`config.mk`:
```
export PLATFORM = sky130hd
export DESIGN_NAME = sensor_interrupt_status_enable
export DESIGN_NICKNAME = d
export VERILOG_FILES = /design/src/rtl/pulse_sync.v /design/src/rtl/sensor_interrupt_status_enable.v /design/src/rtl/sync_delay_timer.v
export VERILOG_INCLUDE_DIRS = /design/src /design/src/pkg
export SDC_FILE = /design/constraint.sdc
export NUM_CORES = 1
export LEC_CHECK = 0
export ABC_AREA = 1
export BUFFER_PORTS_ARGS = -buffer_cell sky130_fd_sc_hd__buf_4
export CORE_MARGIN = 8
export CORE_UTILIZATION = 25
export DETAILED_ROUTE_END_ITERATION = 10
export PLACE_DENSITY = 0.43
export SETUP_SLACK_MARGIN = 0.4
export SLEW_MARGIN = 5
export SYNTH_ARGS = -nofsm -noshare
export SYNTH_HDL_FRONTEND = slang
export SYNTH_SLANG_ARGS = --single-unit
```
`constraint.sdc`:
```
create_clock -name clk_sys_in -period 2.5 [get_ports clk_sys_in]
set_clock_uncertainty 0.15 [all_clocks]
set_input_delay 0.25 -clock clk_sys_in [delete_from_list [all_inputs] [get_ports clk_sys_in]]
set_output_delay 0.25 -clock clk_sys_in [all_outputs]
set_load 0.02 [all_outputs]
```
`src/pkg/sensor_irq_map.vh`:
```
// register offsets, field positions, reset values and timing constants
`ifndef SENSOR_IRQ_MAP_VH
`define SENSOR_IRQ_MAP_VH
`define OFF_MAIN_IRQ_ENABLE 8'h10
`define OFF_RAW_READY_IRQ_ENABLE 8'h11
`define OFF_FIFO_OVERFLOW_IRQ_ENABLE 8'h12
`define OFF_FIFO_WATERMARK_IRQ_ENABLE 8'h13
`define OFF_PIN_CONFIG 8'h0f
`define OFF_TARGET4_CONTROL 8'h20
`define OFF_AUX_MASTER_EVENT_STATUS 8'h17
`define OFF_MAIN_IRQ_STATUS 8'h19
`define OFF_RAW_READY_IRQ_STATUS 8'h1a
`define OFF_FIFO_OVERFLOW_IRQ_STATUS 8'h1b
`define OFF_FIFO_WATERMARK_IRQ_STATUS 8'h1c
`define OFF_SYNC_DELAY_HIGH_BYTE 8'h28
`define OFF_SYNC_DELAY_LOW_BYTE 8'h29
`define REG_RESET 8'h00
`define BIT_AUX_MASTER_IRQ_EN 0
`define BIT_FRAME_SYNC_IRQ_MODE_EN 2
`define BIT_TARGET4_DONE_IRQ_EN 6
`define BIT_AUX_PASS 7
`define BIT_AUX_DONE 6
`define BIT_AUX_ARB 5
`define BIT_MAIN_WOM 3
`define BIT_MAIN_PLL 2
`define BIT_MAIN_MP 1
`define BIT_MAIN_AUX 0
`define FIFO_FIELD_W 5
`define PLL_LOCK_WAIT_US 4000
`define CLK_PERIOD_NS 10
`define DELAY_TICK_PS 964500
`endif

```
`src/rtl/pulse_sync.v`:
```
// two-flop synchroniser with rising edge pulse
`timescale 1ns/1ps
module pulse_sync
(
  input wire clk_sys_in,
  input wire rst_in,
  input wire async_in,
  output wire level_out,
  output wire rise_out
);
  reg meta_q;
  reg sync_q;
  reg prev_q;
  always @(posedge clk_sys_in)
  begin
    if (rst_in)
    begin
      meta_q <= 1'b0;
      sync_q <= 1'b0;
      prev_q <= 1'b0;
    end
    else
    begin
      meta_q <= async_in;
      sync_q <= meta_q;
      prev_q <= sync_q;
    end
  end
  assign level_out = sync_q;
  assign rise_out = sync_q & ~prev_q;
endmodule

```
`src/rtl/sensor_interrupt_status_enable.v`:
```
// interrupt enable/status registers, aux master status and sync delay over apb
`timescale 1ns/1ps
`include "sensor_irq_map.vh"
// Summary of operation
// - raw ready enable bit 0 routes raw data ready status to interrupt pin.
// - five overflow enables gate matching fifo overflow onto interrupt pin.
// - five watermark enables gate matching fifo watermark onto interrupt pin.
// - reading aux master status returns bits then clears all of them.
// - bit 7 shows frame-sync status; interrupts only with frame-sync mode enable.
// - bit 6 sets on target 4 done; interrupts with both enables set.
// - bit 5 sets on lost arbitration; interrupts with aux master enable.
// - bits 4..0 set on target 4..0 nack; interrupt with aux master enable.
// - main status bit 3 reads one after a wake-on-motion event.
// - main status bit 2 sets once pll enabled and 4 ms lock wait elapsed.
// - main status bit 1 sets on motion processor first interrupt.
// - main status bit 0 sets when aux master produced an interrupt.
// - extra status bit 0 sets when all raw sensor data updated.
// - overflow status bits 4:0 set on matching fifo overflow.
// - watermark status bits 4:0 set on matching fifo watermark.
// - status registers clear on read and reset to zero.
// - delay from frame-sync to next gyro rate event read as two bytes.
// - reading delay high byte freezes both delay bytes.
// - reading delay low byte releases the freeze.
// - delay is high*256+low counts of 97 clock cycles (0.97 us) each, the 0.9645 us tick rounded up.
// - three extra enable registers read-write, reset zero, reserved bits zero.
// - main enable bit 0 gates aux master events onto interrupt pin, except bit 7 frame-sync pass-through.
module sensor_interrupt_status_enable
#(
  parameter PLL_WAIT_CYCLES = `PLL_LOCK_WAIT_US * 1000 / `CLK_PERIOD_NS,
  parameter DELAY_TICK_CYCLES = (`DELAY_TICK_PS + `CLK_PERIOD_NS * 1000 - 1)
    / (`CLK_PERIOD_NS * 1000)
)
(
  input wire clk_sys_in,
  input wire rst_in,
  input wire psel_in,
  input wire penable_in,
  input wire pwrite_in,
  input wire [31:0] paddr_in,
  input wire [31:0] pwdata_in,
  input wire [3:0] pstrb_in,
  output reg [31:0] prdata_out,
  output reg pready_out,
  output reg pslverr_out,
  input wire raw_data_ready_in,
  input wire [4:0] fifo_overflow_in,
  input wire [4:0] fifo_watermark_in,
  input wire motion_wake_in,
  input wire pll_enabled_in,
  input wire motion_processor_irq1_in,
  input wire aux_target4_done_in,
  input wire aux_arbitration_lost_in,
  input wire [4:0] aux_target_nack_in,
  input wire frame_sync_input_in,
  input wire output_data_rate_in,
  output reg irq_pin1_out
);
  localparam FW = `FIFO_FIELD_W;
  localparam [31:0] PLL_LIMIT = PLL_WAIT_CYCLES - 1;

  reg [7:0] main_enable_q;
  reg [7:0] pin_config_q;
  reg [7:0] target4_control_q;
  reg raw_enable_q;
  reg [FW-1:0] overflow_enable_q;
  reg [FW-1:0] watermark_enable_q;
  reg [7:0] aux_status_q;
  reg [3:0] main_status_q;
  reg raw_status_q;
  reg [FW-1:0] overflow_status_q;
  reg [FW-1:0] watermark_status_q;
  reg [31:0] pll_count_q;
  reg pll_ready_q;
  reg pll_ready_seen_q;
  reg mp_irq_prev_q;
  reg aux_irq_prev_q;
  reg [7:0] read_data_d;
  reg addr_ok_d;

  wire fs_level;
  wire fs_rise;
  wire [15:0] delay_value;

  // byte address is four times the printed register offset
  function is_reg;
    input [31:0] addr;
    input [7:0] off;
    begin
      is_reg = (addr == {22'h00_0000, off, 2'b00});
    end
  endfunction

  // whole apb access completes in the first access cycle
  wire setup = psel_in & ~penable_in;
  wire access = psel_in & penable_in;
  wire wr = access & pwrite_in & pstrb_in[0];
  wire rd = access & ~pwrite_in;
  wire rd_aux = rd & is_reg(paddr_in, `OFF_AUX_MASTER_EVENT_STATUS);
  wire rd_main = rd & is_reg(paddr_in, `OFF_MAIN_IRQ_STATUS);
  wire rd_raw = rd & is_reg(paddr_in, `OFF_RAW_READY_IRQ_STATUS);
  wire rd_ovf = rd & is_reg(paddr_in, `OFF_FIFO_OVERFLOW_IRQ_STATUS);
  wire rd_wm = rd & is_reg(paddr_in, `OFF_FIFO_WATERMARK_IRQ_STATUS);
  wire rd_dh = rd & is_reg(paddr_in, `OFF_SYNC_DELAY_HIGH_BYTE);
  wire rd_dl = rd & is_reg(paddr_in, `OFF_SYNC_DELAY_LOW_BYTE);
  // write strobes, one per writable register
  wire wr_main_en = wr & is_reg(paddr_in, `OFF_MAIN_IRQ_ENABLE);
  wire wr_pin_cfg = wr & is_reg(paddr_in, `OFF_PIN_CONFIG);
  wire wr_t4_ctl = wr & is_reg(paddr_in, `OFF_TARGET4_CONTROL);
  wire wr_raw_en = wr & is_reg(paddr_in, `OFF_RAW_READY_IRQ_ENABLE);
  wire wr_ovf_en = wr & is_reg(paddr_in, `OFF_FIFO_OVERFLOW_IRQ_ENABLE);
  wire wr_wm_en = wr & is_reg(paddr_in, `OFF_FIFO_WATERMARK_IRQ_ENABLE);

  // the frame-sync pin is asynchronous, so two flops come before any logic
  pulse_sync frame_sync_sync
  (
    .clk_sys_in(clk_sys_in),
    .rst_in(rst_in),
    .async_in(frame_sync_input_in),
    .level_out(fs_level),
    .rise_out(fs_rise)
  );

  // high byte read freezes both bytes, low byte read releases them
  // release wins if both land together, so the pair never stays locked
  sync_delay_timer #(.TICK_CYCLES(DELAY_TICK_CYCLES)) delay_timer
  (
    .clk_sys_in(clk_sys_in),
    .rst_in(rst_in),
    .frame_sync_event_in(fs_rise),
    .output_data_rate_event_in(output_data_rate_in),
    .freeze_in(rd_dh),
    .release_in(rd_dl),
    .delay_out(delay_value)
  );

  // enabled aux events feeding the aux master summary flag
  wire aux_irq_cause =
    (main_enable_q[`BIT_AUX_MASTER_IRQ_EN] & aux_status_q[`BIT_AUX_ARB]) |
    (main_enable_q[`BIT_AUX_MASTER_IRQ_EN] & (|aux_status_q[4:0])) |
    (main_enable_q[`BIT_AUX_MASTER_IRQ_EN] &
     target4_control_q[`BIT_TARGET4_DONE_IRQ_EN] & aux_status_q[`BIT_AUX_DONE]);
  wire pass_irq = pin_config_q[`BIT_FRAME_SYNC_IRQ_MODE_EN] & aux_status_q[`BIT_AUX_PASS];

  // raw event vectors, one bit per status position
  wire [7:0] aux_events = {fs_level,
    aux_target4_done_in,
    aux_arbitration_lost_in,
    aux_target_nack_in};
  // pass-through is edge tracked too, so a held pin sets main bit 0 once
  wire master_cause = aux_irq_cause | pass_irq;
  wire [3:0] main_events = {motion_wake_in,
    pll_ready_q & ~pll_ready_seen_q,
    motion_processor_irq1_in & ~mp_irq_prev_q,
    master_cause & ~aux_irq_prev_q};

  // pll ready after lock wait
  // the count restarts whenever the pll is switched off
  always @(posedge clk_sys_in)
  begin
    if (rst_in || !pll_enabled_in)
    begin
      pll_count_q <= 32'h0000_0000;
      pll_ready_q <= 1'b0;
    end
    else if (!pll_ready_q)
    begin
      if (pll_count_q == PLL_LIMIT)
        pll_ready_q <= 1'b1;
      else
        pll_count_q <= pll_count_q + 32'h0000_0001;
    end
  end

  // edge trackers for the level-style event sources
  always @(posedge clk_sys_in)
  begin
    if (rst_in)
    begin
      pll_ready_seen_q <= 1'b0;
      mp_irq_prev_q <= 1'b0;
      aux_irq_prev_q <= 1'b0;
    end
    else
    begin
      pll_ready_seen_q <= pll_ready_q;
      mp_irq_prev_q <= motion_processor_irq1_in;
      aux_irq_prev_q <= master_cause;
    end
  end

  // status flags: a set in the same cycle as a clearing read wins,
  // but an event set at the setup edge is cleared one edge later without being read
  always @(posedge clk_sys_in)
  begin
    if (rst_in)
      aux_status_q <= `REG_RESET;
    else
      aux_status_q <= (rd_aux ? `REG_RESET : aux_status_q) | aux_events;
  end

  // bit 3 follows every high wake cycle, bits 2..0 latch edges
  always @(posedge clk_sys_in)
  begin
    if (rst_in)
      main_status_q <= 4'h0;
    else
      main_status_q <= (rd_main ? 4'h0 : main_status_q) | main_events;
  end

  // extra status flags follow the same set-wins rule
  always @(posedge clk_sys_in)
  begin
    if (rst_in)
      raw_status_q <= 1'b0;
    else
      raw_status_q <= (raw_status_q & ~rd_raw) | raw_data_ready_in;
  end

  always @(posedge clk_sys_in)
  begin
    if (rst_in)
      overflow_status_q <= {FW{1'b0}};
    else
      overflow_status_q <= (rd_ovf ? {FW{1'b0}} : overflow_status_q) | fifo_overflow_in;
  end

  always @(posedge clk_sys_in)
  begin
    if (rst_in)
      watermark_status_q <= {FW{1'b0}};
    else
      watermark_status_q <= (rd_wm ? {FW{1'b0}} : watermark_status_q) | fifo_watermark_in;
  end

  // neighbouring config bits that gate the aux and pass-through causes
  always @(posedge clk_sys_in)
  begin
    if (rst_in)
    begin
      main_enable_q <= `REG_RESET;
      pin_config_q <= `REG_RESET;
      target4_control_q <= `REG_RESET;
    end
    else
    begin
      if (wr_main_en)
        main_enable_q <= pwdata_in[7:0];
      if (wr_pin_cfg)
        pin_config_q <= pwdata_in[7:0];
      if (wr_t4_ctl)
        target4_control_q <= pwdata_in[7:0];
    end
  end

  // extra enables: reserved upper bits are not stored and read as zero
  always @(posedge clk_sys_in)
  begin
    if (rst_in)
    begin
      raw_enable_q <= 1'b0;
      overflow_enable_q <= {FW{1'b0}};
      watermark_enable_q <= {FW{1'b0}};
    end
    else
    begin
      if (wr_raw_en)
        raw_enable_q <= pwdata_in[0];
      if (wr_ovf_en)
        overflow_enable_q <= pwdata_in[FW-1:0];
      if (wr_wm_en)
        watermark_enable_q <= pwdata_in[FW-1:0];
    end
  end

  // read mux
  always @*
  begin
    read_data_d = 8'h00;
    addr_ok_d = 1'b1;
    case (paddr_in[9:2])
      `OFF_MAIN_IRQ_ENABLE: read_data_d = main_enable_q;
      `OFF_PIN_CONFIG: read_data_d = pin_config_q;
      `OFF_TARGET4_CONTROL: read_data_d = target4_control_q;
      `OFF_RAW_READY_IRQ_ENABLE: read_data_d = {7'h00, raw_enable_q};
      `OFF_FIFO_OVERFLOW_IRQ_ENABLE: read_data_d = {3'h0, overflow_enable_q};
      `OFF_FIFO_WATERMARK_IRQ_ENABLE: read_data_d = {3'h0, watermark_enable_q};
      `OFF_AUX_MASTER_EVENT_STATUS: read_data_d = aux_status_q;
      `OFF_MAIN_IRQ_STATUS: read_data_d = {4'h0, main_status_q};
      `OFF_RAW_READY_IRQ_STATUS: read_data_d = {7'h00, raw_status_q};
      `OFF_FIFO_OVERFLOW_IRQ_STATUS: read_data_d = {3'h0, overflow_status_q};
      `OFF_FIFO_WATERMARK_IRQ_STATUS: read_data_d = {3'h0, watermark_status_q};
      `OFF_SYNC_DELAY_HIGH_BYTE: read_data_d = delay_value[15:8];
      `OFF_SYNC_DELAY_LOW_BYTE: read_data_d = delay_value[7:0];
      default: addr_ok_d = 1'b0;
    endcase
    if (paddr_in[31:10] != 22'h00_0000 || paddr_in[1:0] != 2'b00)
      addr_ok_d = 1'b0;
  end

  // registered answer: pready stands in the first access cycle, no wait state
  // read data is captured at the setup edge so it stands beside pready
  always @(posedge clk_sys_in)
  begin
    if (rst_in)
    begin
      prdata_out <= 32'h0000_0000;
      pready_out <= 1'b0;
      pslverr_out <= 1'b0;
    end
    else
    begin
      pready_out <= setup;
      pslverr_out <= setup & ~addr_ok_d;
      if (setup)
        prdata_out <= pwrite_in ? 32'h0000_0000 : {24'h00_0000, read_data_d};
    end
  end

  // per-fifo gating, one slice per fifo
  wire [FW-1:0] fifo_hit;
  genvar gi;
  generate
    for (gi = 0; gi < FW; gi = gi + 1)
    begin : g_fifo_hit
      assign fifo_hit[gi] = (overflow_enable_q[gi] & overflow_status_q[gi]) |
        (watermark_enable_q[gi] & watermark_status_q[gi]);
    end
  endgenerate

  wire raw_hit = raw_enable_q & raw_status_q;
  // each main status bit has its own enable at the same position
  wire main_hit =
    (main_enable_q[`BIT_AUX_MASTER_IRQ_EN] & main_status_q[`BIT_MAIN_AUX]) |
    (main_enable_q[`BIT_MAIN_MP] & main_status_q[`BIT_MAIN_MP]) |
    (main_enable_q[`BIT_MAIN_PLL] & main_status_q[`BIT_MAIN_PLL]) |
    (main_enable_q[`BIT_MAIN_WOM] & main_status_q[`BIT_MAIN_WOM]);

  // pin driven from a flop, one cycle behind the status
  always @(posedge clk_sys_in)
  begin
    if (rst_in)
      irq_pin1_out <= 1'b0;
    else
      irq_pin1_out <= raw_hit | (|fifo_hit) | main_hit | pass_irq;
  end
endmodule

```
`src/rtl/sync_delay_timer.v`:
```
// frame-sync to gyro output_data_rate delay counter with read freeze
`timescale 1ns/1ps
`include "sensor_irq_map.vh"
module sync_delay_timer
#(
  parameter TICK_CYCLES = 96
)
(
  input wire clk_sys_in,
  input wire rst_in,
  input wire frame_sync_event_in,
  input wire output_data_rate_event_in,
  input wire freeze_in,
  input wire release_in,
  output reg [15:0] delay_out
);
  reg running_q;
  reg frozen_q;
  reg [15:0] count_q;
  reg [15:0] tick_q;
  localparam [31:0] TICK_LAST = TICK_CYCLES - 1;
  wire tick_done = ({16'h0000, tick_q} == TICK_LAST);
  always @(posedge clk_sys_in)
  begin
    if (rst_in)
    begin
      running_q <= 1'b0;
      frozen_q <= 1'b0;
      count_q <= 16'h0000;
      tick_q <= 16'h0000;
      delay_out <= 16'h0000;
    end
    else
    begin
      // release wins so a freeze-then-release pair always ends unfrozen
      if (release_in)
        frozen_q <= 1'b0;
      else if (freeze_in)
        frozen_q <= 1'b1;
      if (frame_sync_event_in)
      begin
        running_q <= 1'b1;
        count_q <= 16'h0000;
        tick_q <= 16'h0000;
      end
      else if (running_q)
      begin
        if (output_data_rate_event_in)
        begin
          running_q <= 1'b0;
          if (!frozen_q)
            delay_out <= count_q;
        end
        tick_q <= tick_done ? 16'h0000 : tick_q + 16'h0001;
        if (tick_done && count_q != 16'hffff)
          count_q <= count_q + 16'h0001;
      end
    end
  end
endmodule

```
# --- Yosys cells after proc, flatten, opt, wreduce, memory -nomap -nowiden ---
# Cells that the tools add are included.
word_totals:
  regBits: 182
op_classes:
  reduce_logical: 14
  mux: 14
  n_eq_ne: 29
  bitwise_logic: 75
  n_addsub: 3
op_table:
  columns: ["op", "n"]
  rows:
  - ["$eq A32 B7 Y1 const B", 9]
  - ["$pmux W8 S13", 1]
  - ["$eq A32 B8 Y1 const B", 3]
  - ["$eq A8 B5 Y1 const B", 9]
  - ["$and A1 B1 Y1", 44]
  - ["$add A16 B1 Y16 const B", 2]
  - ["$add A32 B1 Y32 const B", 1]
  - ["$eq A32 B19 Y1 const B", 1]
  - ["$eq A32 B6 Y1 const B", 1]
  - ["$eq A8 B6 Y1 const B", 3]
  - ["$reduce_bool A22 Y1", 1]
  - ["$eq A16 B7 Y1 const B", 1]
  - ["$mux W16", 1]
  - ["$mux W8", 2]
  - ["$ne A16 B16 Y1 const B", 1]
  - ["$or A1 B1 Y1", 15]
  - ["$reduce_or A13 Y1", 1]
  - ["$not A1 Y1", 12]
  - ["$mux W5", 2]
  - ["$or A5 B5 Y5", 2]
  - ["$reduce_or A5 Y1", 2]
  - ["$eq A8 B4 Y1 const B", 1]
  - ["$or A8 B8 Y8", 1]
  - ["$mux W1", 7]
  - ["other kinds (9)", 12]

# --- Depth between registers and ports, before layout ---
# Gate-level depths: netlist of run 1.
depth:
  ltp_word: 7
  ltp_mapped: 13
  depth_no_buf: 13

# --- Hierarchy ---
# Synthesis of run 1 repeated with hierarchy kept, for this count alone.
hier_totals:
  cells_unflattened: 1379
  area_unflattened_um2: 8808.4
by_module_without_submodules:
  columns: ["module", "area_per_inst_um2", "instances", "cells_per_inst", "seq_area_each_um2"]
  rows:
  - ["sensor_interrupt_status_enable", 6054.6, 1, 971, 2102.0]
  - ["sync_delay_timer", 2667.6, 1, 398, 1001.0]
  - ["pulse_sync", 86.3, 1, 10, 60.1]

# --- Worst setup path before layout of run 1 ---
# Ideal clock, no wire load.
synth_path:
  path_type: "register to register"
  from: "register pll_count_q[0]"
  to: "register pll_count_q[20]"
  arrival_time_ns: 1.481
  period_less_slack_ns: 1.747
  setup_slack_ns: 0.753
  t_required_ns: 2.234
  stages_incl_launch_ff: 9
  setup_ns: 0.116
  path_cell_list: "dfxtp_1 ha_1 nand3_1 nor2_4 nand2_1 nor3_1 nand3_1 o21ai_0 nor2_1"
synth_between:
  elab_chain_cells: 3
synth_lines:
  columns: ["item", "line_no", "text"]
  rows:
  - ["start: declaration", "sensor_interrupt_status_enable.v:72", "reg [31:0] pll_count_q;"]
  - ["start signal: assignment", "sensor_interrupt_status_enable.v:170", "pll_count_q <= pll_count_q + 32'h0000_0001;"]
  - ["branches (longest 3 deep; another with $add A32 B1 Y32)", null, null]
# Several ways; the timed one is not identified.
# A chain may end at the register's enable or synchronous reset.

# --- Worst setup path after layout of run 1 ---
layout_path:
  from: "register pll_count_q[0]"
  to: "register pll_count_q[26]"
# Same word-level chain as after synthesis.

==> results.sh, run 1 <==
export IMPL_status="finished clean"
export IMPL_routed_wl_um=28500
export IMPL_use_met3_pct=2.32
export IMPL_syn_avg_cell_area_um2=6.47
export IMPL_cts_made_buffers=17
export IMPL_hold_path_class="input pin to register"
export IMPL_synth_simple_area_share_pct=39.4
export IMPL_met1_usage_pct=17.7
export IMPL_cp_slowest_cell="dfxtp_4"
export IMPL_routedWlPerCell_um=14.9
export IMPL_grt_pass1_wl_um=45200
export IMPL_tns_ps=0
export IMPL_clk_latency_ps=450
export IMPL_viasPerCell=4.47
export IMPL_syn_area_um2=8550
export IMPL_path_buf_inv=1
export IMPL_core_um2=33600
export IMPL_worst_path_largest_cell_delay_ps=380
export IMPL_postLayoutCoreUtil_pct=32.0
export IMPL_crit_family="simple AND/OR/NAND/NOR gates"
export IMPL_die_h_um=201
export IMPL_syn_to_final_growth_pct=25.6
export IMPL_port_buffers=79
export IMPL_antenna_cells=0
export IMPL_clock_sinks=158
export IMPL_hold_slack_ps=5.48
export IMPL_critical_path_most_common_cell="nand2_1"
export IMPL_drv_slew=0
export IMPL_setup_worst_path_end_class="register"
export IMPL_antenna_found_initial=0
export IMPL_p_leak_uw=0.00443
export IMPL_clockRootBuffer="clkbuf_16"
export IMPL_synth_fa_ha_area_share_pct=0.585
export IMPL_crit_path_start_kind="register"
export IMPL_required_ps=2720
export IMPL_crit_type="register to register"
export IMPL_crit_fanout=11
export IMPL_muxShareOfSynthArea_pct=0
export IMPL_total_power_uw=5910
export IMPL_synth_top_family_by_area="simple AND/OR/NAND/NOR gates"
export IMPL_clk_pin_slew_worst_paths_ps=70
export IMPL_dp_hpwl_um=21800
export IMPL_reg2reg_slack_ps=530
export IMPL_synth_top_area_share_pct=37.0
export IMPL_ant_nets=0
export IMPL_grt_overflow=0
export IMPL_fin_nets=1549
export IMPL_grt_use_met2_pct=22.9
export IMPL_fmax_mhz=508
export IMPL_rsz0062_at_grt="true"
export IMPL_slew_headroom_pct=58.9
export IMPL_die_w_um=201
export IMPL_vdd_ir_drop_max_mv=0.512
export IMPL_tightest_slew_ps=616
export IMPL_worstPathCellList="ha_4 -> nand2_1 -> nor2_2 -> nand4_1 -> nor3_4 -> nand2_2 -> nand2_4 -> buf_12 -> nand2_1 -> a21oi_1"
export IMPL_setup_viol=0
export IMPL_grt_busiest_layer="met2"
export IMPL_synth_area_leaders="dfxtp_1 37%, nand2_1 16%, nor2_1 8.6%"
export IMPL_cts_tree="built"
export IMPL_synth_seq_cells=158
export IMPL_drt_pass1_iter_count=5
export IMPL_grt_max_degree=59
export IMPL_seq_area_frac_synth_pct=37.0
export IMPL_drive_gt1_share_pct=13.5
export IMPL_grt_pass1_vias=8111
export IMPL_cts_path_max_buffers=2
export IMPL_place_congestion=0.907
export IMPL_yosysWarnings=0
export IMPL_detail_route_drc_violations=0
export IMPL_rows=67
export IMPL_drt_iter0_markers=611
export IMPL_syn_inst=1323
export IMPL_dieArea_um2=40400
export IMPL_vias=8538
export IMPL_min_period_ps=1970
export IMPL_initial_core_util_pct=25.4
export IMPL_cellPowerDensity_nw_per_um2=550
export IMPL_grt_use_total_pct=13.9
export IMPL_finalCritPeriodShare_pct=78.7
export IMPL_cts_max_level=4
export IMPL_synth_area_leader_cell="dfxtp_1"
export IMPL_max_cap_violations=0
export IMPL_hold_viol=0
export IMPL_synthXorXnorAreaFrac_pct=2.25
export IMPL_io_pins=131
export IMPL_cp_arrival_ps=2190
export IMPL_yosysUniqueCellTypes=44
export IMPL_synth_compound_area_share_pct=10.6
[layer usage]
layer	vias to the layer above	share of wire (%)
met2	153	47
met4	0	3.1
li1	4462	-
met1	3888	47
met3	35	3.1
met5	-	0
[worst paths after layout]
kind / start / endpoint / cells after the start
max: pll_count_q[0]$_SDFFE_PP0P_ / pll_count_q[26]$_SDFFE_PP0P_ / 10
min: rst_in / delay_timer.count_q[5]$_SDFFE_PP0P_ / 4
max reg2reg: pll_count_q[0]$_SDFFE_PP0P_ / pll_count_q[26]$_SDFFE_PP0P_ / 10
min reg2reg: frame_sync_sync.meta_q$_SDFF_PP0_ / frame_sync_sync.level_out$_SDFF_PP0_ / 2
[cells in the mapped netlist, drive strengths merged]
cell,n
o21ai,45
and3,2
a31o,1
nand3b,6
nor3,48
buf,40
nand2,373
nand4,27
nand3,96
a21oi,115
or2,7
dfxtp,158
a41oi,1
and2,2
ha,4
nor2,211
a31oi,2
o21a,2
conb,1
clkinv,2
nor4,2
a221oi,4
xnor2,6
a21boi,1
xor2,16
inv,132
clkbuf,17
a211oi,2
[per-stage QoR]
stage	setup WS [ps]	cells	area, um^2
CTS	415	1904	10600
floorplan	753	1346	8640
finish	532	1910	10700
detailed placement	314	1841	9630
global route	386	1910	10700
global placement	309	1841	9630
[sequential cells by signal, indices dropped and copies added (netlist names), 5 cells and up]
signal	cells
pll_count_q	32
delay_timer.count_q	16
delay_timer.delay_out	16
delay_timer.tick_q	16
aux_status_q	8
main_enable_q	8
pin_config_q	8
prdata_out	8
target4_control_q	8
overflow_enable_q	5
overflow_status_q	5
watermark_enable_q	5
watermark_status_q	5
[timing repair]
action,in CTS,in global routing
hold buffers,30,0
gates cloned,0,1
endpoints found under the hold margin,31,0
gates resized for setup,9,13
pin swaps,2,4
setup endpoints to repair,32,49
buffers inserted,1,5
[cell usage in the layout (no fill, tap or decap), types with 6 or more instances in the layout]
cell type	instances
nand2_1	368
nor2_1	192
dfxtp_1	155
inv_1	125
a21oi_1	114
buf_4	107
nand3_1	95
o21ai_0	42
nor3_1	38
dlygate4sd3_1	30
nand4_1	27
conb_1	24
clkbuf_16	18
xor2_1	16
nor2_2	11
nor3_2	8
nor2_4	7
xnor2_1	6
[layout make-up]
class	count	area, um^2
Timing Repair Buffer	141	1170
Tap cell	448	561
Clock inverter	15	228
Multi-Input combinational cell	997	4680
Fill cell	3700	22900
Inverter	134	508
Sequential cell	158	3170
Clock buffer	17	425
[worst reg2reg max path: cells and delay by family, from the launching register on]
family,cells,cell delay [ps]
AND/OR/NAND/NOR,7,940
buffers and inverters,1,150
AO/OA/AOI/OAI,1,140
flip-flops,1,380
adder cells (fa/ha/maj),1,150
[logic make-up (layout without fill, tap and decap cells)]
| logic type | Yosys count | after routing |
|---|---|---|
| AND/OR/NAND/NOR | 774 | 774 |
| buffers and inverters | 191 | 307 |
| AO/OA/AOI/OAI | 173 | 173 |
| flip-flops | 158 | 158 |
| XOR/XNOR | 22 | 22 |
| adder cells (fa/ha/maj) | 4 | 4 |
| other | 1 | 24 |
[power by group]
part           leakage, uW  internal (uW)  total, uW  switching (uW)
sequential         0.00128           2550       2590            35.7
combinational      0.00283            163        389             226
clock             0.000315           1710       2930            1210
total              0.00443           4430       5910            1480
Power figures use the tool's default switching activity.
==> run 2, diff against run 1 <==
PLACE_DENSITY = 0.44   (was 0.43)
clock period = 1.61 ns   (was 2.5 ns; I/O delays follow)
==> run 2 against run 1 <==
  * The run now ends with hold timing, setup timing left
  * Worst hold slack lost 40 ps
  * Routed wire length grew 16%
  * Global-route usage grew 1.8 points
  * Clock power grew 48%
  * Fmax grew 7.2%
  * Largest cell class unchanged
  * Sequential power grew 56%
  * Cell area grew 44%
  * Combinational power grew to 2.5 times the previous value
  * Final cell count grew 13%
  * Sequential share of layout area shrank 8.5 points
  * Die area is the same
==> results.sh, run 2 (same netlist as run 1, synthesis figures left out) <==
export IMPL_status="finished with violations"
export IMPL_violations="hold timing, setup timing"
export IMPL_fin_nets=1801
export IMPL_drv_slew=0
export IMPL_reg2reg_slack_ps=-230
export IMPL_finalCritPeriodShare_pct=114
export IMPL_core_um2=33600
export IMPL_drt_iter0_markers=376
export IMPL_die_h_um=201
export IMPL_ff2ff_path_depth=11
export IMPL_initial_core_util_pct=25.4
export IMPL_rows=67
export IMPL_stdcell_count=2162
export IMPL_regMostFlops="pll_count_q"
export IMPL_required_ps=1780
export IMPL_detail_route_drc_violations=0
export IMPL_setup_viol=62
export IMPL_max_cap_violations=0
export IMPL_clk_latency_ps=440
export IMPL_routedWlPerCell_um=15.3
export IMPL_cts_made_buffers=17
export IMPL_crit_fanout=5
export IMPL_fmax_mhz=545
export IMPL_place_area_um2=11700
export IMPL_slew_headroom_pct=66.6
export IMPL_place_congestion=0.873
export IMPL_cts_hold_buf=31
export IMPL_cts_tree="built"
export IMPL_grt_use_met2_pct=27.0
export IMPL_grt_pass1_vias=9565
export IMPL_crit_path_start_kind="register"
export IMPL_grt_use_total_pct=15.7
export IMPL_drive_gt1_share_pct=52.2
export IMPL_postLayoutCoreUtil_pct=46.2
export IMPL_cp_startpoint="pll_count_q[1]$_SDFFE_PP0P_"
export IMPL_dp_hpwl_um=23300
export IMPL_final_cell_area_um2=15500
export IMPL_r2r_end="pll_count_q[23]$_SDFFE_PP0P_"
export IMPL_clock_sinks=158
export IMPL_use_met3_pct=2.68
export IMPL_pre_cts_slack_ps=-280
export IMPL_met1_usage_pct=19.3
export IMPL_cellPowerDensity_nw_per_um2=602
export IMPL_cp_arrival_ps=2010
export IMPL_grt_busiest_layer="met2"
export IMPL_vias=9760
export IMPL_dp_cells=2011
export IMPL_antenna_cells=0
export IMPL_setup_worst_path_end_class="register"
export IMPL_largest_reg_flops=32
export IMPL_ant_nets=0
export IMPL_clockRootBuffer="clkbuf_16"
export IMPL_syn_to_final_growth_pct=81.5
export IMPL_p_leak_uw=0.00648
export IMPL_drt_pass1_iter_count=5
export IMPL_grt_overflow=0
export IMPL_io_pins=131
export IMPL_hold_path_class="input pin to register"
export IMPL_dieArea_um2=40400
export IMPL_setup_slack_ps=-226
export IMPL_grt_pass1_wl_um=51300
export IMPL_cts_path_max_buffers=2
export IMPL_rsz0062_at_grt="true"
export IMPL_endpoint="pll_count_q[23]$_SDFFE_PP0P_"
export IMPL_layout_commonest_cell="nand2_1"
export IMPL_hold_slack_ps=-35.0
export IMPL_antenna_found_initial=0
export IMPL_clk_pin_slew_worst_paths_ps=70
export IMPL_final_cell_mix="261 x nand2_1, 251 x buf_4, 135 x nor2_1"
export IMPL_routed_wl_um=33200
export IMPL_vdd_ir_drop_max_mv=0.777
export IMPL_die_w_um=201
export IMPL_port_buffers=79
export IMPL_cts_max_level=4
export IMPL_min_period_ps=1840
export IMPL_crit_type="register to register"
export IMPL_tightest_slew_ps=501
export IMPL_viasPerCell=4.51
export IMPL_timing_rr_start="pll_count_q[1]$_SDFFE_PP0P_"
export IMPL_grt_max_degree=59
export IMPL_hold_viol=1
[run 2: cell types whose count changed in the layout (fill, tap and decap cells not counted), sizes merged]
cell	delta
dlygate4sd3	+1
clkinv	+2
nand2	+1
bufinv	-1
clkbuf	+4
inv	-4
buf	+249
[run 2: metal layers]
layer / part of all wire, % / up-vias / wire length (um)
met1: 44 / 4570 / 14600
met3: 3.5 / 48 / 1150
li1: - / 4981 / -
met4: 2.7 / 0 / 895
met5: 0 / - / 0
met2: 50 / 161 / 16500
[run 2: worst max-delay path, cell delays in order, from the launching register on]
cell and delay (ps):
dfxtp_4 360, ha_4 150, nand2_4 50, nor2_4 80, nand4_1 110, nor3_2 180, buf_4 160, a21oi_4 70
buf_6 130, clkbuf_16 160, nand2_1 60, a21oi_1 60
[run 2: repair_timing]
item,in CTS,in global routing
pin swaps,121,127
resized for setup,298,260
cloned,10,2
setup buffers,54,22
setup endpoints to repair,150,162
hold endpoints to repair,47,1
[run 2: worst min path at each step]
stage | end | slack [ps] | from | cells after the start
2_1_floorplan | frame_sync_sync.meta_q$_SDFF_PP0_ | 120 | frame_sync_input_in | 2
3_3_place_gp | aux_status_q[6]$_SDFF_PP0_ | 240 | aux_target4_done_in | 3
3_5_place_dp | frame_sync_sync.level_out$_SDFF_PP0_ | 240 | frame_sync_sync.meta_q$_SDFF_PP0_ | 2
4_1_cts | delay_timer.tick_q[4]$_SDFFE_PP0P_ | -40 | rst_in | 4
5_1_grt | delay_timer.tick_q[4]$_SDFFE_PP0P_ | -30 | rst_in | 4
6_report | delay_timer.tick_q[4]$_SDFFE_PP0P_ | -30 | rst_in | 4
[run 2: cell type report]
type / instances / area [um^2]
clock buffers: 20 / 457
clock inverters: 12 / 159
fillers: 3342 / 18100
inverters: 134 / 613
multi-input cells: 998 / 6680
flip-flops and latches: 158 / 3260
well taps: 448 / 561
repair buffers: 392 / 3800
[run 2: power by group]
group	internal, uW	switching [uW]	leakage (uW)
Sequential	3970	71.4	0.00131
Combinational	450	527	0.00487
Clock	2540	1790	0.000297
Total	6950	2390	0.00648
[run 2: metrics by stage]
stage | power, uW | TNS [ps]
2_1_floorplan | 4510 | -32.6
3_5_place_dp | 4820 | -13670
3_3_place_gp | 4810 | -12670
6_report | 9350 | -8070
5_1_grt | 9710 | -15410
4_1_cts | 9350 | -6370
==> run 3, diff against run 2 <==
SYNTH_HIERARCHICAL = 1   (was default)
==> run 3 against run 2 <==
  * Total power decreased by 2.7%
  * Largest cell class unchanged
  * The run still ends with hold timing, setup timing left
  * Global-route usage decreased by 0.82 points
  * Clock power decreased by 4.8%
  * Synthesized cell count increased by 4.2%
  * Fmax increased by 9.5%
==> results.sh, run 3 <==
export IMPL_grt_use_total_pct=14.9
export IMPL_regMostFlops="pll_count_q"
export IMPL_antenna_found_initial=2
export IMPL_place_congestion=0.849
export IMPL_io_pins=131
export IMPL_worstHoldStart="pwrite_in"
export IMPL_synth_seq_cells=158
export IMPL_crit_fanout=19
export IMPL_syn_area_um2=8810
export IMPL_syn_to_final_growth_pct=64.9
export IMPL_tns_ps=-767
export IMPL_viasPerCell=4.50
export IMPL_grt_pass1_vias=9418
export IMPL_synth_area_leaders="dfxtp_1 36%, nand2_1 17%, nor2_1 11%"
export IMPL_hold_depth=5
export IMPL_yosysMostFrequentCell="nand2_1"
export IMPL_stdcell_count=2169
export IMPL_status="finished with violations"
export IMPL_cts_hold_buf=33
export IMPL_yosysWarnings=6
export IMPL_synth_edff_count=0
export IMPL_clockRootBuffer="clkbuf_16"
export IMPL_pre_cts_slack_ps=-242
export IMPL_hold_viol=1
export IMPL_tightest_slew_ps=508
export IMPL_seq_area_frac_synth_pct=35.9
export IMPL_rows=68
export IMPL_cellPowerDensity_nw_per_um2=626
export IMPL_routed_wl_um=32000
export IMPL_dp_cells=2040
export IMPL_dp_hpwl_um=23600
export IMPL_hold_slack_ps=-4.72
export IMPL_grt_overflow=0
export IMPL_fmax_mhz=596
export IMPL_synth_top_area_share_pct=35.9
export IMPL_synthFlopType="dfxtp_1"
export IMPL_min_period_ps=1680
export IMPL_yosysUniqueCellTypes=41
export IMPL_final_cell_mix="320 x nand2_1, 225 x buf_4, 171 x nor2_1"
export IMPL_r2r_end="pll_count_q[0]$_SDFFE_PP0P_"
export IMPL_ant_nets=0
export IMPL_crit_path_start_kind="register"
export IMPL_drive_gt1_share_pct=44.7
export IMPL_clk_latency_ps=440
export IMPL_syn_inst=1379
export IMPL_core_um2=34600
export IMPL_cts_max_level=4
export IMPL_die_w_um=204
export IMPL_finalCritPeriodShare_pct=104
export IMPL_max_cap_violations=0
export IMPL_drv_slew=0
export IMPL_setup_viol=33
export IMPL_syn_avg_cell_area_um2=6.39
export IMPL_synth_area_leader_cell="dfxtp_1"
export IMPL_grt_max_degree=37
export IMPL_die_h_um=204
export IMPL_slew_headroom_pct=66.2
export IMPL_layout_commonest_cell="nand2_1"
export IMPL_cts_made_buffers=17
export IMPL_port_buffers=79
export IMPL_reg2reg_slack_ps=-70
export IMPL_hold_path_class="input pin to register"
export IMPL_rsz0062_at_grt="true"
export IMPL_cts_tree="built"
export IMPL_vdd_ir_drop_max_mv=0.707
export IMPL_dieArea_um2=41500
export IMPL_drt_iter0_markers=461
export IMPL_largest_reg_flops=32
export IMPL_detail_route_drc_violations=0
export IMPL_p_leak_uw=0.00611
export IMPL_clock_sinks=158
export IMPL_violations="hold timing, setup timing"
export IMPL_setup_worst_path_end_class="register"
export IMPL_async_reset_ff_share_pct=0
export IMPL_timing_rr_start="pll_count_q[24]$_SDFFE_PP0P_"
export IMPL_fin_nets=1800
export IMPL_drt_pass1_iter_count=5
export IMPL_cp_arrival_ps=1890
export IMPL_initial_core_util_pct=25.4
export IMPL_ff2ff_path_depth=10
export IMPL_ys_top_cells_by_count="391 x nand2_1, 262 x nor2_1, 158 x dfxtp_1"
export IMPL_worstHoldEndpoint="prdata_out[0]$_SDFFE_PP0P_"
export IMPL_vias=9752
export IMPL_required_ps=1820
export IMPL_clk_pin_slew_worst_paths_ps=70
export IMPL_crit_type="register to register"
export IMPL_setup_slack_ps=-66.5
export IMPL_cts_path_max_buffers=2
export IMPL_routedWlPerCell_um=14.7
export IMPL_grt_pass1_wl_um=49600
==> run 3: area by class of cell <==
cell class	instances	area [um^2]
diodes	1	2.50
clock buffers	20	457
clock inverters	12	136
fillers	3588	20100
inverters	128	554
multi-input cells	1065	6530
flip-flops and latches	158	3270
well taps	455	569
repair buffers	330	3000
==> run 3: per-stage QoR <==
| step | instance area, um^2 | total power [uW] | utilization (%) |
|---|---|---|---|
| floorplan | 9400 | 4500 | - |
| global placement | 11500 | 4810 | 33.1 |
| detailed placement | 11500 | 4820 | 33.1 |
| CTS | 13400 | 9130 | 38.7 |
| global route | 14500 | 9480 | 41.9 |
| finish | 14500 | 9100 | 41.9 |
==> run 3: repair_timing <==
item / in CTS / in global routing
hold endpoints to repair: 72 / 1
buffers inserted: 26 / 33
cloned: 3 / 1
endpoints found under the setup margin: 159 / 163
resized for setup: 219 / 251
pin swaps: 92 / 141
==> run 3: critical path, cell delays in order (launching register included) <==
cell,delay (ps)
dfxtp_2,310
or2_1,230
nor3_2,160
buf_4,140
nand2_1,60
nor2_2,100
nor2_2,80
buf_12,150
nand2_1,60
nand3_1,60
nor2_1,100
==> run 3: where the power goes <==
group          switching, uW  internal, uW
registers               68.7          3950
logic                    504           450
clock network           1740          2380
==> run 3: cells by family (layout without fill, tap and decap cells) <==
group           Yosys count  after routing  synth area share (%)
flops                   158            158                  35.9
xor+xnor                 29             29                  2.88
other cells               1             25                0.0426
fa+ha+maj                 4              4                 0.568
compound gates          141            141                  8.65
simple gates            864            867                  42.5
buf+inv                 182            490                  9.49
==> run 3: worst max-delay path by stage <==
stage	end	start	slack [ps]
floorplan	main_enable_q[6]$_SDFFE_PP0P_	paddr_in[18]	-6
finish	pll_count_q[0]$_SDFFE_PP0P_	pll_count_q[24]$_SDFFE_PP0P_	-70
global placement	watermark_enable_q[4]$_SDFFE_PP0P_	paddr_in[27]	-210
global route	pll_count_q[29]$_SDFFE_PP0P_	pll_count_q[15]$_SDFFE_PP0P_	-210
detailed placement	pll_count_q[21]$_SDFFE_PP0P_	pll_count_q[15]$_SDFFE_PP0P_	-240
CTS	pll_count_q[0]$_SDFFE_PP0P_	pll_count_q[24]$_SDFFE_PP0P_	-90
==> run 3: routing by layer <==
layer	GRT usage, %	vias up	part of all wire, %
met4	4.56	2	1.6
met2	24.6	154	48
met3	2.73	35	3.4
met5	0	-	0.025
met1	19.3	4541	47
li1	-	5020	-
